<file path="src/common/scp_consts.vh">
`ifndef SCP_CONSTS_VH
`define SCP_CONSTS_VH

// *****
// Register offsets
// *****
`define SCP_REG_CMD        8'h07
`define SCP_REG_MDIV       8'h08
`define SCP_REG_STRETCH    8'h19
`define SCP_REG_MOTOR      8'h45
`define SCP_REG_FF_LO      8'h48
`define SCP_REG_FF_HI      8'h49
`define SCP_REG_CNT_LO     8'h4A
`define SCP_REG_CNT_HI     8'h4B
`define SCP_REG_SENSE      8'h60
`define SCP_REG_TRAIL_LO   8'h61
`define SCP_REG_TRAIL_HI   8'h62
`define SCP_REG_MODE       8'h63
`define SCP_REG_LLEN_LO    8'h64
`define SCP_REG_LLEN_HI    8'h65
`define SCP_REG_MISC       8'h66
`define SCP_REG_STATUS     8'h70
`define SCP_REG_PPER_LO    8'h71
`define SCP_REG_PPER_HI    8'h72

// *****
// Field positions
// *****
`define SCP_CMD_SOFTRST    5
`define SCP_CMD_STANDBY    4
`define SCP_MOTOR_EN       4
`define SCP_SENSE1_HALT    0
`define SCP_SENSE2_HALT    1
`define SCP_MODE_PIXCOLOR  0

// *****
// Command codes
// *****
`define SCP_CMD_FWD        4'h1
`define SCP_CMD_REV        4'h2
`define SCP_CMD_PFWD       4'h4
`define SCP_CMD_PREV       4'h5

// *****
// Reset values
// *****
`define SCP_RST_CMD        8'h30
`define SCP_RST_MDIV       6'h00
`define SCP_RST_STRETCH    8'h00
`define SCP_RST_MOTOR      8'h00
`define SCP_RST_FF         16'h0010
`define SCP_RST_CNT        16'h0000
`define SCP_RST_SENSE      8'h00
`define SCP_RST_TRAIL      16'h0000
`define SCP_RST_MODE       8'h00
`define SCP_RST_LLEN       16'h0100
`define SCP_RST_MISC       8'h00

// *****
// Timing
// *****
`define SCP_CLK_HZ         20000000
`define SCP_SUSPEND_US     3000
`define SCP_SUSPEND_CYC    (`SCP_SUSPEND_US * (`SCP_CLK_HZ / 1000000))
`define SCP_PIX_CYC_PER_HALF 10'h004

`endif

</file>
<file path="src/design/scp_half_divider.v">
`timescale 1ns/1ns
`include "scp_consts.vh"

// Divides the oscillator by (code+2)/2 using a half-step accumulator
module scp_half_divider
(
   // Clock and reset
   input  wire       mclk,
   input  wire       rst_n,
   // Control
   input  wire       run,
   input  wire [5:0] code,
   // Divided output
   output reg        tick,
   output reg        master_clk
);

   reg  [6:0] acc;
   wire [6:0] limit  = {1'b0, code} + 7'h02;
   wire [6:0] summed = acc + 7'h02;

   always @(posedge mclk or negedge rst_n)
   begin
      if (!rst_n)
      begin
         acc        <= 7'h00;
         tick       <= 1'b0;
         master_clk <= 1'b0;
      end
      else if (!run)
      begin
         acc  <= 7'h00;
         tick <= 1'b0;
      end
      else if (summed >= limit) // RULE7
      begin
         // Odd codes alternate n and n+1 cycles: average is exact half step
         acc        <= summed - limit;
         tick       <= 1'b1;
         master_clk <= ~master_clk;
      end
      else
      begin
         acc  <= summed;
         tick <= 1'b0;
      end
   end

endmodule // scp_half_divider

</file>
<file path="src/design/scp_command_power.v">
`timescale 1ns/1ns
`include "scp_consts.vh"

//Function
// (RULE1) Command 1 drives motor forward fast
// (RULE2) Fast move stops on 0 or sense
// (RULE3) Forward sense2 trip adds trailing steps
// (RULE4) Programmed moves stop after line count
// (RULE5) Command 2 drives motor backward fast
// (RULE6) Reverse ignores sense2 trailing steps
// (RULE7) Master clock divides by half steps
// (RULE8) Most logic on divided master clock; code clocks all logic by mclk, only step timer counts master ticks
// (RULE9) Reset pin pulse gives power-on reset
// (RULE10) Power-on reset loads register defaults
// (RULE11) Power-on reset clears USB state
// (RULE12) Spare 1-3 inputs, 4-6 outputs
// (RULE13) Soft reset bit stops clocks, machines
// (RULE14) Soft reset stops DRAM refresh
// (RULE15) Registers stay accessible in soft reset
// (RULE16) Standby powers down analog, motor hi-Z
// (RULE17) Bus idle 3ms enters suspend
// (RULE18) Suspended spare inputs raise wakeup
// (RULE19) Suspend exit keeps reset bits set
// (RULE20) Pixel period from divider, colour, 8
// (RULE21) Line time is (1+stretch) times integration
// (RULE22) Host keeps pixel rate legal
// (RULE23) Host loads tables only when idle
// (RULE24) Motion field decoded apart from power bits
module scp_command_power
#(
   parameter SUSPEND_CYC = `SCP_SUSPEND_CYC
)
(
   // Clock and reset
   input  wire        mclk,
   input  wire        rst_n,
   // Register port
   input  wire [7:0]  addr,
   input  wire [7:0]  wdata,
   input  wire        wr,
   input  wire        rd,
   output reg  [7:0]  rdata,
   // External pins
   input  wire        reset_pin,
   input  wire        usb_activity,
   input  wire        sense1,
   input  wire        sense2,
   input  wire [2:0]  misc_in,
   output reg  [2:0]  misc_out,
   // Motor
   output reg         motor_step,
   output reg         motor_dir,
   output wire        motor_oe_n,
   // Power and clocks
   output wire        master_clk,
   output wire        master_tick,
   output wire        osc_run,
   output wire        core_clk_en,
   output wire        dram_refresh_en,
   output wire        analog_pd,
   output reg         usb_reset,
   output reg         remote_wakeup,
   output reg         line_pulse
);

   // *****
   // State encodings
   // *****
   localparam [3:0] ST_IDLE  = 4'b0001;
   localparam [3:0] ST_RUN   = 4'b0010;
   localparam [3:0] ST_TRAIL = 4'b0100;
   localparam [3:0] ST_HALT  = 4'b1000;

   // *****
   // Input synchronisers
   // *****
   reg [6:0] sync1;
   reg [6:0] sync2;
   reg [6:0] sync3;
   reg [6:0] clean;
   wire [6:0] raw_in = {misc_in, usb_activity, reset_pin, sense2, sense1};
   integer i;

   always @(posedge mclk or negedge rst_n)
   begin
      if (!rst_n)
      begin
         sync1 <= 7'h00;
         sync2 <= 7'h00;
         sync3 <= 7'h00;
         clean <= 7'h00;
      end
      else
      begin
         sync1 <= raw_in;
         sync2 <= sync1;
         sync3 <= sync2;
         for (i = 0; i < 7; i = i + 1)
            if (sync2[i] == sync3[i])
               clean[i] <= sync3[i];
      end
   end

   wire       s1_in   = clean[0];
   wire       s2_in   = clean[1];
   wire       rpin_in = clean[2];
   wire       act_in  = clean[3];
   wire [2:0] spare_in = clean[6:4];

   // *****
   // Reset pin pulse and suspend timer
   // *****
   reg        rpin_seen;
   reg        por;
   reg        suspended;
   reg        act_prev;
   reg [31:0] idle_cnt;
   wire       activity_edge = act_in ^ act_prev;

   always @(posedge mclk or negedge rst_n)
   begin
      if (!rst_n)
      begin
         rpin_seen <= 1'b0;
         por       <= 1'b1;
         suspended <= 1'b0;
         act_prev  <= 1'b0;
         idle_cnt  <= 32'h00000000;
      end
      else
      begin
         act_prev <= act_in;
         // Low-high-low completes on the falling edge
         rpin_seen <= rpin_in ? 1'b1 : 1'b0;
         por       <= rpin_seen & ~rpin_in; // RULE9
         if (activity_edge || por)
         begin
            idle_cnt  <= 32'h00000000;
            suspended <= 1'b0; // RULE19
         end
         else if (idle_cnt >= SUSPEND_CYC - 1)
            suspended <= 1'b1; // RULE17
         else
            idle_cnt <= idle_cnt + 32'h00000001;
      end
   end

   // *****
   // Configuration registers
   // *****
   reg [7:0]  cmd_reg;
   reg [5:0]  mdiv;
   reg [7:0]  stretch;
   reg [7:0]  motor_cfg;
   reg [15:0] ff_step;
   reg [15:0] line_cnt_cfg;
   reg [7:0]  sense_cfg;
   reg [15:0] trail_cfg;
   reg [7:0]  mode_cfg;
   reg [15:0] line_len;
   reg        initialized;
   reg        start_req;
   reg [2:0]  sync_spare_q;
   wire       wr_cmd = wr && (addr == `SCP_REG_CMD);
   wire       defaults = por || suspended;

   always @(posedge mclk or negedge rst_n)
   begin
      if (!rst_n)
      begin
         cmd_reg      <= `SCP_RST_CMD;
         mdiv         <= `SCP_RST_MDIV;
         stretch      <= `SCP_RST_STRETCH;
         motor_cfg    <= `SCP_RST_MOTOR;
         ff_step      <= `SCP_RST_FF;
         line_cnt_cfg <= `SCP_RST_CNT;
         sense_cfg    <= `SCP_RST_SENSE;
         trail_cfg    <= `SCP_RST_TRAIL;
         mode_cfg     <= `SCP_RST_MODE;
         line_len     <= `SCP_RST_LLEN;
         misc_out     <= 3'h0;
         initialized  <= 1'b0;
         start_req    <= 1'b0;
      end
      else if (defaults)
      begin
         // Suspend holds defaults, so soft reset and standby read set on exit
         cmd_reg      <= `SCP_RST_CMD; // RULE10 RULE17 RULE19
         mdiv         <= `SCP_RST_MDIV;
         stretch      <= `SCP_RST_STRETCH;
         motor_cfg    <= `SCP_RST_MOTOR;
         ff_step      <= `SCP_RST_FF;
         line_cnt_cfg <= `SCP_RST_CNT;
         sense_cfg    <= `SCP_RST_SENSE;
         trail_cfg    <= `SCP_RST_TRAIL;
         mode_cfg     <= `SCP_RST_MODE;
         line_len     <= `SCP_RST_LLEN;
         misc_out     <= 3'h0; // RULE12
         // Suspend keeps it, so a configured device can still wake the host
         initialized  <= initialized & ~por;
         start_req    <= 1'b0;
      end
      else
      begin
         start_req <= wr_cmd;
         if (wr) // RULE15
         begin
            initialized <= 1'b1;
            case (addr)
               `SCP_REG_CMD:      cmd_reg            <= wdata;
               `SCP_REG_MDIV:     mdiv               <= wdata[5:0];
               `SCP_REG_STRETCH:  stretch            <= wdata;
               `SCP_REG_MOTOR:    motor_cfg          <= wdata;
               `SCP_REG_FF_LO:    ff_step[7:0]       <= wdata;
               `SCP_REG_FF_HI:    ff_step[15:8]      <= wdata;
               `SCP_REG_CNT_LO:   line_cnt_cfg[7:0]  <= wdata;
               `SCP_REG_CNT_HI:   line_cnt_cfg[15:8] <= wdata;
               `SCP_REG_SENSE:    sense_cfg          <= wdata;
               `SCP_REG_TRAIL_LO: trail_cfg[7:0]     <= wdata;
               `SCP_REG_TRAIL_HI: trail_cfg[15:8]    <= wdata;
               `SCP_REG_MODE:     mode_cfg           <= wdata;
               `SCP_REG_LLEN_LO:  line_len[7:0]      <= wdata;
               `SCP_REG_LLEN_HI:  line_len[15:8]     <= wdata;
               `SCP_REG_MISC:     misc_out           <= wdata[2:0]; // RULE12
               default:           initialized        <= 1'b1;
            endcase
         end
      end
   end

   // Motion code kept apart from the power bits
   wire [3:0] motion_code = cmd_reg[3:0]; // RULE24
   wire       soft_rst    = cmd_reg[`SCP_CMD_SOFTRST];
   wire       standby     = cmd_reg[`SCP_CMD_STANDBY];

   // *****
   // Master clock and power outputs
   // *****
   assign osc_run         = ~suspended;
   assign core_clk_en     = ~soft_rst & ~suspended; // RULE13
   assign dram_refresh_en = ~soft_rst & ~suspended; // RULE14
   assign analog_pd       = standby | suspended; // RULE16

   scp_half_divider u_div // RULE8
   (
      .mclk       (mclk),
      .rst_n      (rst_n),
      .run        (core_clk_en),
      .code       (mdiv),
      .tick       (master_tick),
      .master_clk (master_clk)
   );

   always @(posedge mclk or negedge rst_n)
   begin
      if (!rst_n)
      begin
         usb_reset     <= 1'b1;
         remote_wakeup <= 1'b0;
      end
      else
      begin
         usb_reset     <= por; // RULE11
         // Only an initialized, suspended device may wake the host
         remote_wakeup <= suspended && initialized && (|(spare_in ^ sync_spare_q)); // RULE18
      end
   end

   always @(posedge mclk or negedge rst_n)
   begin
      if (!rst_n)
         sync_spare_q <= 3'h0;
      else
         sync_spare_q <= spare_in;
   end

   // *****
   // Motion state machine (mclk; steps timed in master clock ticks)
   // *****
   reg [3:0]  state;
   reg [15:0] step_timer;
   reg [15:0] steps_done;
   reg [15:0] trail_left;
   reg        halted_sense;
   wire       is_fwd  = (motion_code == `SCP_CMD_FWD) || (motion_code == `SCP_CMD_PFWD);
   wire       is_rev  = (motion_code == `SCP_CMD_REV) || (motion_code == `SCP_CMD_PREV);
   wire       is_prog = (motion_code == `SCP_CMD_PFWD) || (motion_code == `SCP_CMD_PREV);
   wire       s1_halt = s1_in && sense_cfg[`SCP_SENSE1_HALT];
   wire       s2_halt = s2_in && sense_cfg[`SCP_SENSE2_HALT];
   wire       step_due = master_tick && (step_timer == 16'h0000);

   always @(posedge mclk or negedge rst_n)
   begin
      if (!rst_n)
      begin
         state        <= ST_IDLE;
         step_timer   <= 16'h0000;
         steps_done   <= 16'h0000;
         trail_left   <= 16'h0000;
         motor_step   <= 1'b0;
         motor_dir    <= 1'b0;
         halted_sense <= 1'b0;
      end
      else if (soft_rst || defaults) // RULE13
      begin
         state      <= ST_IDLE;
         step_timer <= 16'h0000;
         steps_done <= 16'h0000;
         trail_left <= 16'h0000;
         motor_step <= 1'b0;
      end
      else
      begin
         motor_step <= 1'b0;
         if (master_tick && step_timer != 16'h0000)
            step_timer <= step_timer - 16'h0001;
         case (state)
            ST_IDLE:
            begin
               if (is_fwd || is_rev) // RULE1 RULE5
               begin
                  state        <= ST_RUN;
                  motor_dir    <= is_rev;
                  step_timer   <= ff_step;
                  steps_done   <= 16'h0000;
                  halted_sense <= 1'b0;
               end
            end
            ST_RUN:
            begin
               if (!(is_fwd || is_rev))
                  state <= ST_IDLE; // RULE2
               else if (s1_halt || (s2_halt && (is_rev || trail_cfg == 16'h0000)))
               begin
                  state        <= ST_HALT; // RULE2 RULE6
                  halted_sense <= 1'b1;
               end
               else if (s2_halt)
               begin
                  state      <= ST_TRAIL; // RULE3
                  trail_left <= trail_cfg;
               end
               else if (is_prog && steps_done >= line_cnt_cfg)
                  state <= ST_HALT; // RULE4
               else if (step_due)
               begin
                  motor_step <= 1'b1;
                  step_timer <= ff_step;
                  steps_done <= steps_done + 16'h0001;
               end
            end
            ST_TRAIL:
            begin
               if (!is_fwd)
                  state <= ST_IDLE;
               else if (trail_left == 16'h0000)
               begin
                  state        <= ST_HALT; // RULE3
                  halted_sense <= 1'b1;
               end
               else if (step_due)
               begin
                  motor_step <= 1'b1;
                  step_timer <= ff_step;
                  trail_left <= trail_left - 16'h0001;
               end
            end
            ST_HALT:
            begin
               // Stays stopped until a new command is written
               if (start_req)
                  state <= ST_IDLE;
            end
            default: state <= ST_IDLE;
         endcase
      end
   end

   // Standby floats the motor regardless of the enable bit
   assign motor_oe_n = ~(motor_cfg[`SCP_MOTOR_EN] && !standby && !suspended); // RULE16

   // *****
   // Pixel and line timing
   // *****
   function [9:0] pix_cycles;
      input [5:0] code;
      input       pix_color;
      reg   [9:0] half;
      begin
         half = {4'h0, code} + 10'h002;
         // (code+2)/2 * C * 8 = (code+2) * C * 4
         pix_cycles = (pix_color ? half * 10'h003 : half) * `SCP_PIX_CYC_PER_HALF;
      end
   endfunction

   wire [9:0]  pix_per = pix_cycles(mdiv, mode_cfg[`SCP_MODE_PIXCOLOR]); // RULE20
   wire [24:0] line_units = {9'h000, line_len} * ({17'h00000, stretch} + 25'h0000001); // RULE21
   reg  [9:0]  pix_cnt;
   reg  [24:0] unit_cnt;

   // Runs on the oscillator, not the divided clock, so cycles count exactly
   always @(posedge mclk or negedge rst_n)
   begin
      if (!rst_n)
      begin
         pix_cnt    <= 10'h000;
         unit_cnt   <= 25'h0000000;
         line_pulse <= 1'b0;
      end
      else if (!core_clk_en)
      begin
         pix_cnt    <= 10'h000;
         unit_cnt   <= 25'h0000000;
         line_pulse <= 1'b0;
      end
      else
      begin
         line_pulse <= 1'b0;
         if (pix_cnt >= pix_per - 10'h001)
         begin
            pix_cnt <= 10'h000;
            if (unit_cnt >= line_units - 25'h0000001) // RULE21
            begin
               unit_cnt   <= 25'h0000000;
               line_pulse <= 1'b1;
            end
            else
               unit_cnt <= unit_cnt + 25'h0000001;
         end
         else
            pix_cnt <= pix_cnt + 10'h001;
      end
   end

   // *****
   // Read port
   // *****
   always @(posedge mclk or negedge rst_n)
   begin
      if (!rst_n)
         rdata <= 8'h00;
      else if (rd)
      begin
         case (addr)
            `SCP_REG_CMD:      rdata <= cmd_reg;
            `SCP_REG_MDIV:     rdata <= {2'b00, mdiv};
            `SCP_REG_STRETCH:  rdata <= stretch;
            `SCP_REG_MOTOR:    rdata <= motor_cfg;
            `SCP_REG_FF_LO:    rdata <= ff_step[7:0];
            `SCP_REG_FF_HI:    rdata <= ff_step[15:8];
            `SCP_REG_CNT_LO:   rdata <= line_cnt_cfg[7:0];
            `SCP_REG_CNT_HI:   rdata <= line_cnt_cfg[15:8];
            `SCP_REG_SENSE:    rdata <= sense_cfg;
            `SCP_REG_TRAIL_LO: rdata <= trail_cfg[7:0];
            `SCP_REG_TRAIL_HI: rdata <= trail_cfg[15:8];
            `SCP_REG_MODE:     rdata <= mode_cfg;
            `SCP_REG_LLEN_LO:  rdata <= line_len[7:0];
            `SCP_REG_LLEN_HI:  rdata <= line_len[15:8];
            `SCP_REG_MISC:     rdata <= {5'h00, misc_out};
            `SCP_REG_STATUS:   rdata <= {suspended, halted_sense, motor_dir, spare_in, s2_in, s1_in};
            `SCP_REG_PPER_LO:  rdata <= pix_per[7:0];
            `SCP_REG_PPER_HI:  rdata <= {6'h00, pix_per[9:8]};
            default:           rdata <= 8'h00;
         endcase
      end
      else
         rdata <= 8'h00;
   end

endmodule // scp_command_power

</file>
<file path="config.mk">
export PLATFORM = sky130hd
export DESIGN_NAME = scp_command_power
export DESIGN_NICKNAME = d
export VERILOG_FILES = /design/src/design/scp_half_divider.v /design/src/design/scp_command_power.v
export VERILOG_INCLUDE_DIRS = /design/src /design/src/common
export SDC_FILE = /design/constraint.sdc
export NUM_CORES = 1
export LEC_CHECK = 0
export ABC_CLOCK_PERIOD_IN_PS = 7500
export BUFFER_PORTS_ARGS = -buffer_cell sky130_fd_sc_hd__buf_2
export CORE_ASPECT_RATIO = 0.5
export CORE_MARGIN = 2
export CORE_UTILIZATION = 58
export DETAILED_ROUTE_END_ITERATION = 10
export PLACE_DENSITY = 0.78
export SLEW_MARGIN = 20
export SYNTH_ARGS = -nofsm -noshare
export SYNTH_HDL_FRONTEND = slang
export SYNTH_SLANG_ARGS = --single-unit
</file>
<file path="constraint.sdc">
create_clock -name mclk -period 7.5 [get_ports mclk]
set_clock_uncertainty 0.2 [all_clocks]
set_input_delay 0.375 -clock mclk [delete_from_list [all_inputs] [get_ports mclk]]
set_output_delay 0.375 -clock mclk [all_outputs]
set_load 0.02 [all_outputs]
</file>
==> impl_results.md, run 1 <==
- Remaining antenna violation count after routing: 0
- Multi-input gate area: 13150 um^2
- Largest net degree at the start of global routing: 89
- Final min period: 7.595 ns
- Core Rows: 49
- # port buffers: 49
- Sequential cell area: 7318 um^2
- LEAKAGE: 10.87 nW
- Inserted Diodes: 0
- Core Area: 35740 um^2
- HP Start: wdata[6]
- Crit Path Class: flip-flop to flip-flop
- CP max stage delay: 0.57 ns
- Synth Area per Inst: 8.996 um^2
- Worst-Margin Slew: 1.127 ns
- CTS max path bufs: 3
- First-pass GRT wire length: 90.05 mm
- Vias in the first global route: 17.42k
- CP Launch Type: flip-flop
- Commonest cells in the netlist: 332 x nand2_1, 285 x dfrtp_1, 177 x nor2_1
- Max Cap Viol: 0
- Routability cong.: 0.9338
- Area fraction in compound gates after synthesis: 13.32%
- Syn_nets: 2600
- Synth area leaders: dfrtp_1 34%, fa_1 9.8%, ha_1 8.4%, nand2_1 5.9%, a21oi_1 4.0%
- Failing checks: setup timing
- Synth Area in XOR/XNOR: 3.969%
- I/O pins: 50
- Ys flop type: dfrtp_1
- Clock sink total: 292
- GRT Resource Usage Total: 29.32%
- Via/cell ratio: 6.175
- Post-synth top area share: 34.02%
- Synthesized flop and latch total: 292
- CP Capture Type: flip-flop
- Most flops, register: idle_cnt
- Syn-to-layout area delta: 13.33%
- VDD IR-drop max: 0.1987 mV
- Iteration-0 DRC Markers: 1968
- Critical R2R Launch: stretch[0]
- Final nets: 2664
- Final slew viol count: 0
- Simple-gate share of the synthesized area: 21.21%
- Drt wl/cell: 19.61 um
- Synth Area in Adders: 18.53%
- Crit-path max FO: 8
- RSZ-0062 raised after global routing: yes
- Die height: 138.4 um
- Design area: 23760 um^2
- R2R depth: 31
- Pwr/cell area: 144.2 nW/um^2
- WHS Endpoint: line_cnt_cfg[14]
- RR Endpoint: unit_cnt[24]
- Pre-antenna DRT Iters: 7
- Post-synth EDFFs: 0
- Post-layout util: 66.46%
- Starting Density: 58.64%
- CTS tree: yes
- Full die area: 37770 um^2
- Clock tree root buffer cell: clkbuf_16
- Share of layout cells above drive strength 1: 13.87%
- Top Registers: idle_cnt x32, unit_cnt x25
- Mux contribution to synthesized area: 2.823%
- Clock-pin slew on the worst setup and hold paths: 0.08 ns
- CP max stage cell: fa_1
- Min-delay worst type: input port to flip-flop
- Max reg flops: 32
- CTS H-tree lvls: 1
- Cell Area, Placed: 21840 um^2
- Critical path required time: 7.82 ns
- Crit-path leading delay family: adder cells
- Hold path depth: 3
- Reg2Reg Setup Slack: -0.09 ns
- Sequential share of the synthesized area: 34.90%
- Buf/Inv on CP: 3
- PnR worst setup slack: -0.09483 ns
- Max Clk Rate: 131.7 MHz
- Asr flop ratio synth: 100.0%
- Post-Syn Area: 20960 um^2
- Largest family of logic cells by synthesized area: simple AND/OR/NAND/NOR gates
- Via count: 17.90k
- # fillers: 2745
- CP dominant cell by count: fa_1
- Count leader, synth: nand2_1
- Die width: 272.9 um
- CP startpoint: stretch[0]
- Total CTS buffers: 27
- GRT overflow: 0
- Final Cycle Share: 101.3%
- Yosys top cell by area: dfrtp_1
- Endpoints failing setup: 16
- Synth unique cells: 89
- Syn Inst Count: 2330
- Slew Limit Headroom: 24.30%
- Yosys warnings: 0
- Clock Latency Late Sink: 0.60 ns
- CP arrival: 7.91 ns
- Antenna violations before repair: 0
- Status: finished with violations
- Final Hold Vio Count: 0
- Post-DP HPWL: 38.86 mm
- Final wirelength: 56.85 mm
- Drc violations: 0
==> through the flow <==
step                      worst slack, ns  TNS, ns  instances  hold slack [ns]  total power [mW]
final                            -0.09483   -1.008       2899          0.03370             3.427
after global routing              -0.3531   -7.109       2899         0.009809             3.529
after CTS                        0.002115        0       2881         0.006520             3.429
after detailed placement          -0.4068   -7.470       2811           0.1355             1.899
after global placement            -0.1612   -1.728       2811           0.1323             1.891
after floorplan                  0.005888        0       2330          -0.1206             1.796
==> metal layers <==
metal  part of all wire, %  track usage, %  routed length, um  vias to the layer above
li1                      -               -                  -                     8138
met1                    41           39.81              23340                     8765
met2                    46           46.62              26200                      815
met3                   8.7           6.010               4937                      182
met4                   4.2           11.13               2372                        0
met5                     0               0                  0                        -
==> power breakdown <==
part	internal (mW)	switching (mW)
logic	0.0989	0.178
registers	1.60	0.0254
clock network	0.849	0.677
==> final cells by class <==
class                      instances  share of cell area (%)
inverter                         159                   2.512
timing repair buffer             150                   4.761
sequential                       292                   30.81
multi-input combinational       1764                   55.36
clock buffer                      35                   3.139
clock inverter                    15                  0.8743
tap                              484                   2.549
==> logic make-up (layout without fill, tap and decap cells) <==
family	count (synthesis)	after routing
muxes	51	51
and+or+nand+nor	931	931
DFF	292	292
AOI/OAI and AO/OA	436	436
buffers and inverters	275	359
adders and majority gates	250	250
xor gates and xnor gates	95	96
==> tightest hold or removal path, stage by stage <==
cell     delay [ns]
buf_2          0.24
nand2_1        0.11
a21oi_1        0.06
==> cells in the final DEF (no fill, tap or decap), drive strengths merged, types with 35 or more instances in the layout <==
cell type and instances:
inv 162, xnor2 52, buf 139, mux2i 40
nor2 178, clkbuf 35, nand2 335, nand3 141
ha 140, dfrtp 285, a21oi 169, fa 103
o21ai 81, xor2 44, and2 74
==> worst max path at each step <==
stage,endpoint,slack [ns],cells after the start
finish,unit_cnt[24],-0.09,31
global route,unit_cnt[9],-0.35,32
CTS,unit_cnt[24],0.002,32
detailed placement,unit_cnt[16],-0.41,29
global placement,unit_cnt[21],-0.16,29
floorplan,unit_cnt[6],0.006,32
==> what timing repair did <==
action | 4_1_cts | 5_1_grt
hold buffers | 11 | 0
setup endpoints to repair | 25 | 26
resized for setup | 43 | 87
gates cloned | 1 | 3
setup buffers | 8 | 16
pin swaps | 38 | 84
hold endpoints to repair | 104 | 0
Power figures use the tool's default switching activity.
==> run 2: changes to the inputs <==
--- a/config.mk
+++ b/config.mk
@@ -13,6 +13,7 @@
 export CORE_UTILIZATION = 58
 export DETAILED_ROUTE_END_ITERATION = 10
 export PLACE_DENSITY = 0.78
+export REMOVE_ABC_BUFFERS = 1
 export SLEW_MARGIN = 20
 export SYNTH_ARGS = -nofsm -noshare
 export SYNTH_HDL_FRONTEND = slang
==> impl_results.md, run 2 (synthesized netlist as in run 1, its figures left out) <==
- Status: finished with violations (unchanged)
- Failing checks: setup timing (unchanged)
- First-pass GRT wire length: 90.89 mm (was 90.05 mm)
- GRT overflow: 0 (unchanged)
- CTS tree: yes (unchanged)
- Clock sink total: 292 (unchanged)
- Crit-path max FO: 7 (was 8)
- Crit path to: unit_cnt[14] (was unit_cnt[24])
- Share of layout cells above drive strength 1: 14.48% (was 13.87%)
- Pwr/cell area: 141.8 nW/um^2 (was 144.2 nW/um^2)
- Starting Density: 58.64% (unchanged)
- Full die area: 37770 um^2 (unchanged)
- PnR worst setup slack: -0.03430 ns (was -0.09483 ns)
- Post-DP HPWL: 38.91 mm (was 38.86 mm)
- CP dominant cell by count: fa_1 (unchanged)
- Iteration-0 DRC Markers: 1986 (was 1968)
- Final Instance Count excl. Fillers: 2916 (was 2899)
- Largest net degree at the start of global routing: 116 (was 89)
- Remaining antenna violation count after routing: 0 (unchanged)
- Most flops, register: idle_cnt (unchanged)
- Drt wl/cell: 19.38 um (was 19.61 um)
- Pre-antenna DRT Iters: 8 (was 7)
- Crit Path Class: flip-flop to flip-flop (unchanged)
- # port buffers: 49 (unchanged)
- Reg2Reg Setup Slack: -0.03 ns (was -0.09 ns)
- Core Rows: 49 (unchanged)
- Clock Latency Late Sink: 0.59 ns (was 0.60 ns)
- CP max stage cell: fa_1 (unchanged)
- CP arrival: 7.82 ns (was 7.91 ns)
- Final Cycle Share: 100.5% (was 101.3%)
- Vias in the first global route: 17.64k (was 17.42k)
- CP Capture Type: flip-flop (unchanged)
- Slew Limit Headroom: 33.68% (was 24.30%)
- Top Registers: idle_cnt x32, unit_cnt x25 (unchanged)
- Final min period: 7.534 ns (was 7.595 ns)
- Via count: 17.91k (was 17.90k)
- Clock tree root buffer cell: clkbuf_16 (unchanged)
- Final slew viol count: 0 (unchanged)
- Die width: 272.9 um (unchanged)
- Setup_tns: -0.03775 ns (was -1.008 ns)
- Placed Cells: 2835 (was 2811)
- RR Endpoint: unit_cnt[14] (was unit_cnt[24])
- Max reg flops: 32 (unchanged)
- Final wirelength: 56.50 mm (was 56.85 mm)
- CTS max path bufs: 3 (unchanged)
- Routability cong.: 0.9170 (was 0.9338)
- Final nets: 2680 (was 2664)
- Antenna violations before repair: 1 (was 0)
- CTS H-tree lvls: 1 (unchanged)
- Clock-pin slew on the worst setup and hold paths: 0.08 ns (about the same)
- CP max stage delay: 0.58 ns (was 0.57 ns)
- Syn-to-layout area delta: 13.81% (was 13.33%)
- I/O pins: 50 (unchanged)
- VDD IR-drop max: 0.1920 mV (was 0.1987 mV)
- Final Hold Vio Count: 0 (unchanged)
- Endpoints failing setup: 3 (was 16)
- Most frequent cells in the layout: 328 x nand2_1, 284 x dfrtp_1, 171 x nor2_1, 154 x a21oi_1, 153 x inv_1 (was 329 x nand2_1, 283 x dfrtp_1, 170 x nor2_1, 156 x a21oi_1, 152 x inv_1)
- Most common cell after layout, fill and taps aside: nand2_1 (unchanged)
- RSZ-0062 raised after global routing: yes (unchanged)
- Via/cell ratio: 6.143 (was 6.175)
- Worst-Margin Slew: 0.9894 ns (was 1.127 ns)
- Core Area: 35740 um^2 (unchanged)
- LEAKAGE: 10.97 nW (was 10.87 nW)
- Max Cap Viol: 0 (unchanged)
- # fillers: 2743 (was 2745)
- Drc violations: 0 (unchanged)
- GRT Resource Usage Total: 29.47% (was 29.32%)
- CP Launch Type: flip-flop (unchanged)
- Total CTS buffers: 27 (unchanged)
- Max Clk Rate: 132.7 MHz (was 131.7 MHz)
- Die height: 138.4 um (unchanged)
- Min-delay worst type: input port to flip-flop (unchanged)
- Critical path required time: 7.79 ns (was 7.82 ns)
- Critical R2R Launch: stretch[0] (unchanged)
- R2R depth: 30 (was 31)
- CP startpoint: stretch[0] (unchanged)
run 2: cell count changes in the layout (fill, tap and decap cells not counted), sizes merged:
| cell | delta |
|---|---|
| buf | +16 |
| clkbuf | +3 |
| diode | +1 |
| xnor2 | -1 |
| dlygate4sd3 | -2 |
| inv | +2 |
| bufinv | -2 |
run 2: metal layers:
layer	GRT usage, %	part of all wire, %
met3	5.715	7.8
met5	0	0
met2	47.66	47
met1	39.64	41
met4	10.93	3.9
run 2: worst min-delay path by stage:
stage	startpoint	end	slack, ns	depth (start not counted)
after floorplan	rst_n	act_prev	-0.12	0
after global placement	sync1[3]	sync2[3]	0.13	0
after detailed placement	sync1[0]	sync2[0]	0.14	0
after CTS	wdata[7]	motor_cfg[7]	0.006	3
after global routing	wdata[7]	ff_step[15]	0.03	3
final	wdata[7]	motor_cfg[7]	0.03	3
run 2: what timing repair did:
item	in CTS	in global routing
pin swaps	51	82
setup buffers	8	7
setup endpoints to repair	25	26
hold buffers	9	0
hold endpoints to repair	116	0
resized for setup	49	91
gates cloned	4	4
run 2: area by class of cell:
type / count / area (um^2) / share of cell area, %
flip-flops and latches: 292 / 7317 / 30.67
clock inverters: 15 / 167.7 / 0.7028
well taps: 484 / 605.6 / 2.539
repair buffers: 167 / 1292 / 5.418
inverters: 159 / 596.8 / 2.502
diodes: 1 / 2.502 / 0.01049
multi-input cells: 1763 / 13130 / 55.03
clock buffers: 35 / 745.7 / 3.126
run 2: worst max-delay path, delay by kind of cell (launching register included):
family,cells,cell delay (ns)
adder cells (fa/ha/maj),8,3.24
AO/OA/AOI/OAI,11,1.96
AND/OR/NAND/NOR,6,0.84
buffers and inverters,3,0.50
flip-flops,1,0.38
XOR/XNOR,2,0.30
run 2: power by group:
group | internal [mW] | leakage, nW | switching [mW]
clock | 0.786 | 0.445 | 0.688
combinational | 0.107 | 6.56 | 0.180
sequential | 1.60 | 3.97 | 0.0238
run 2: per-stage QoR:
step	hold slack (ns)	setup WS [ns]	area [um^2]	utilization, %	total power [mW]
floorplan	-0.1206	-0.5919	20460	-	1.774
global placement	0.1335	-0.04275	22040	61.66	1.897
detailed placement	0.1385	-0.2305	22040	61.66	1.905
CTS	0.006252	0.003830	23360	65.36	3.377
global route	0.02825	-0.3415	23850	66.73	3.485
finish	0.03132	-0.03430	23860	66.74	3.383
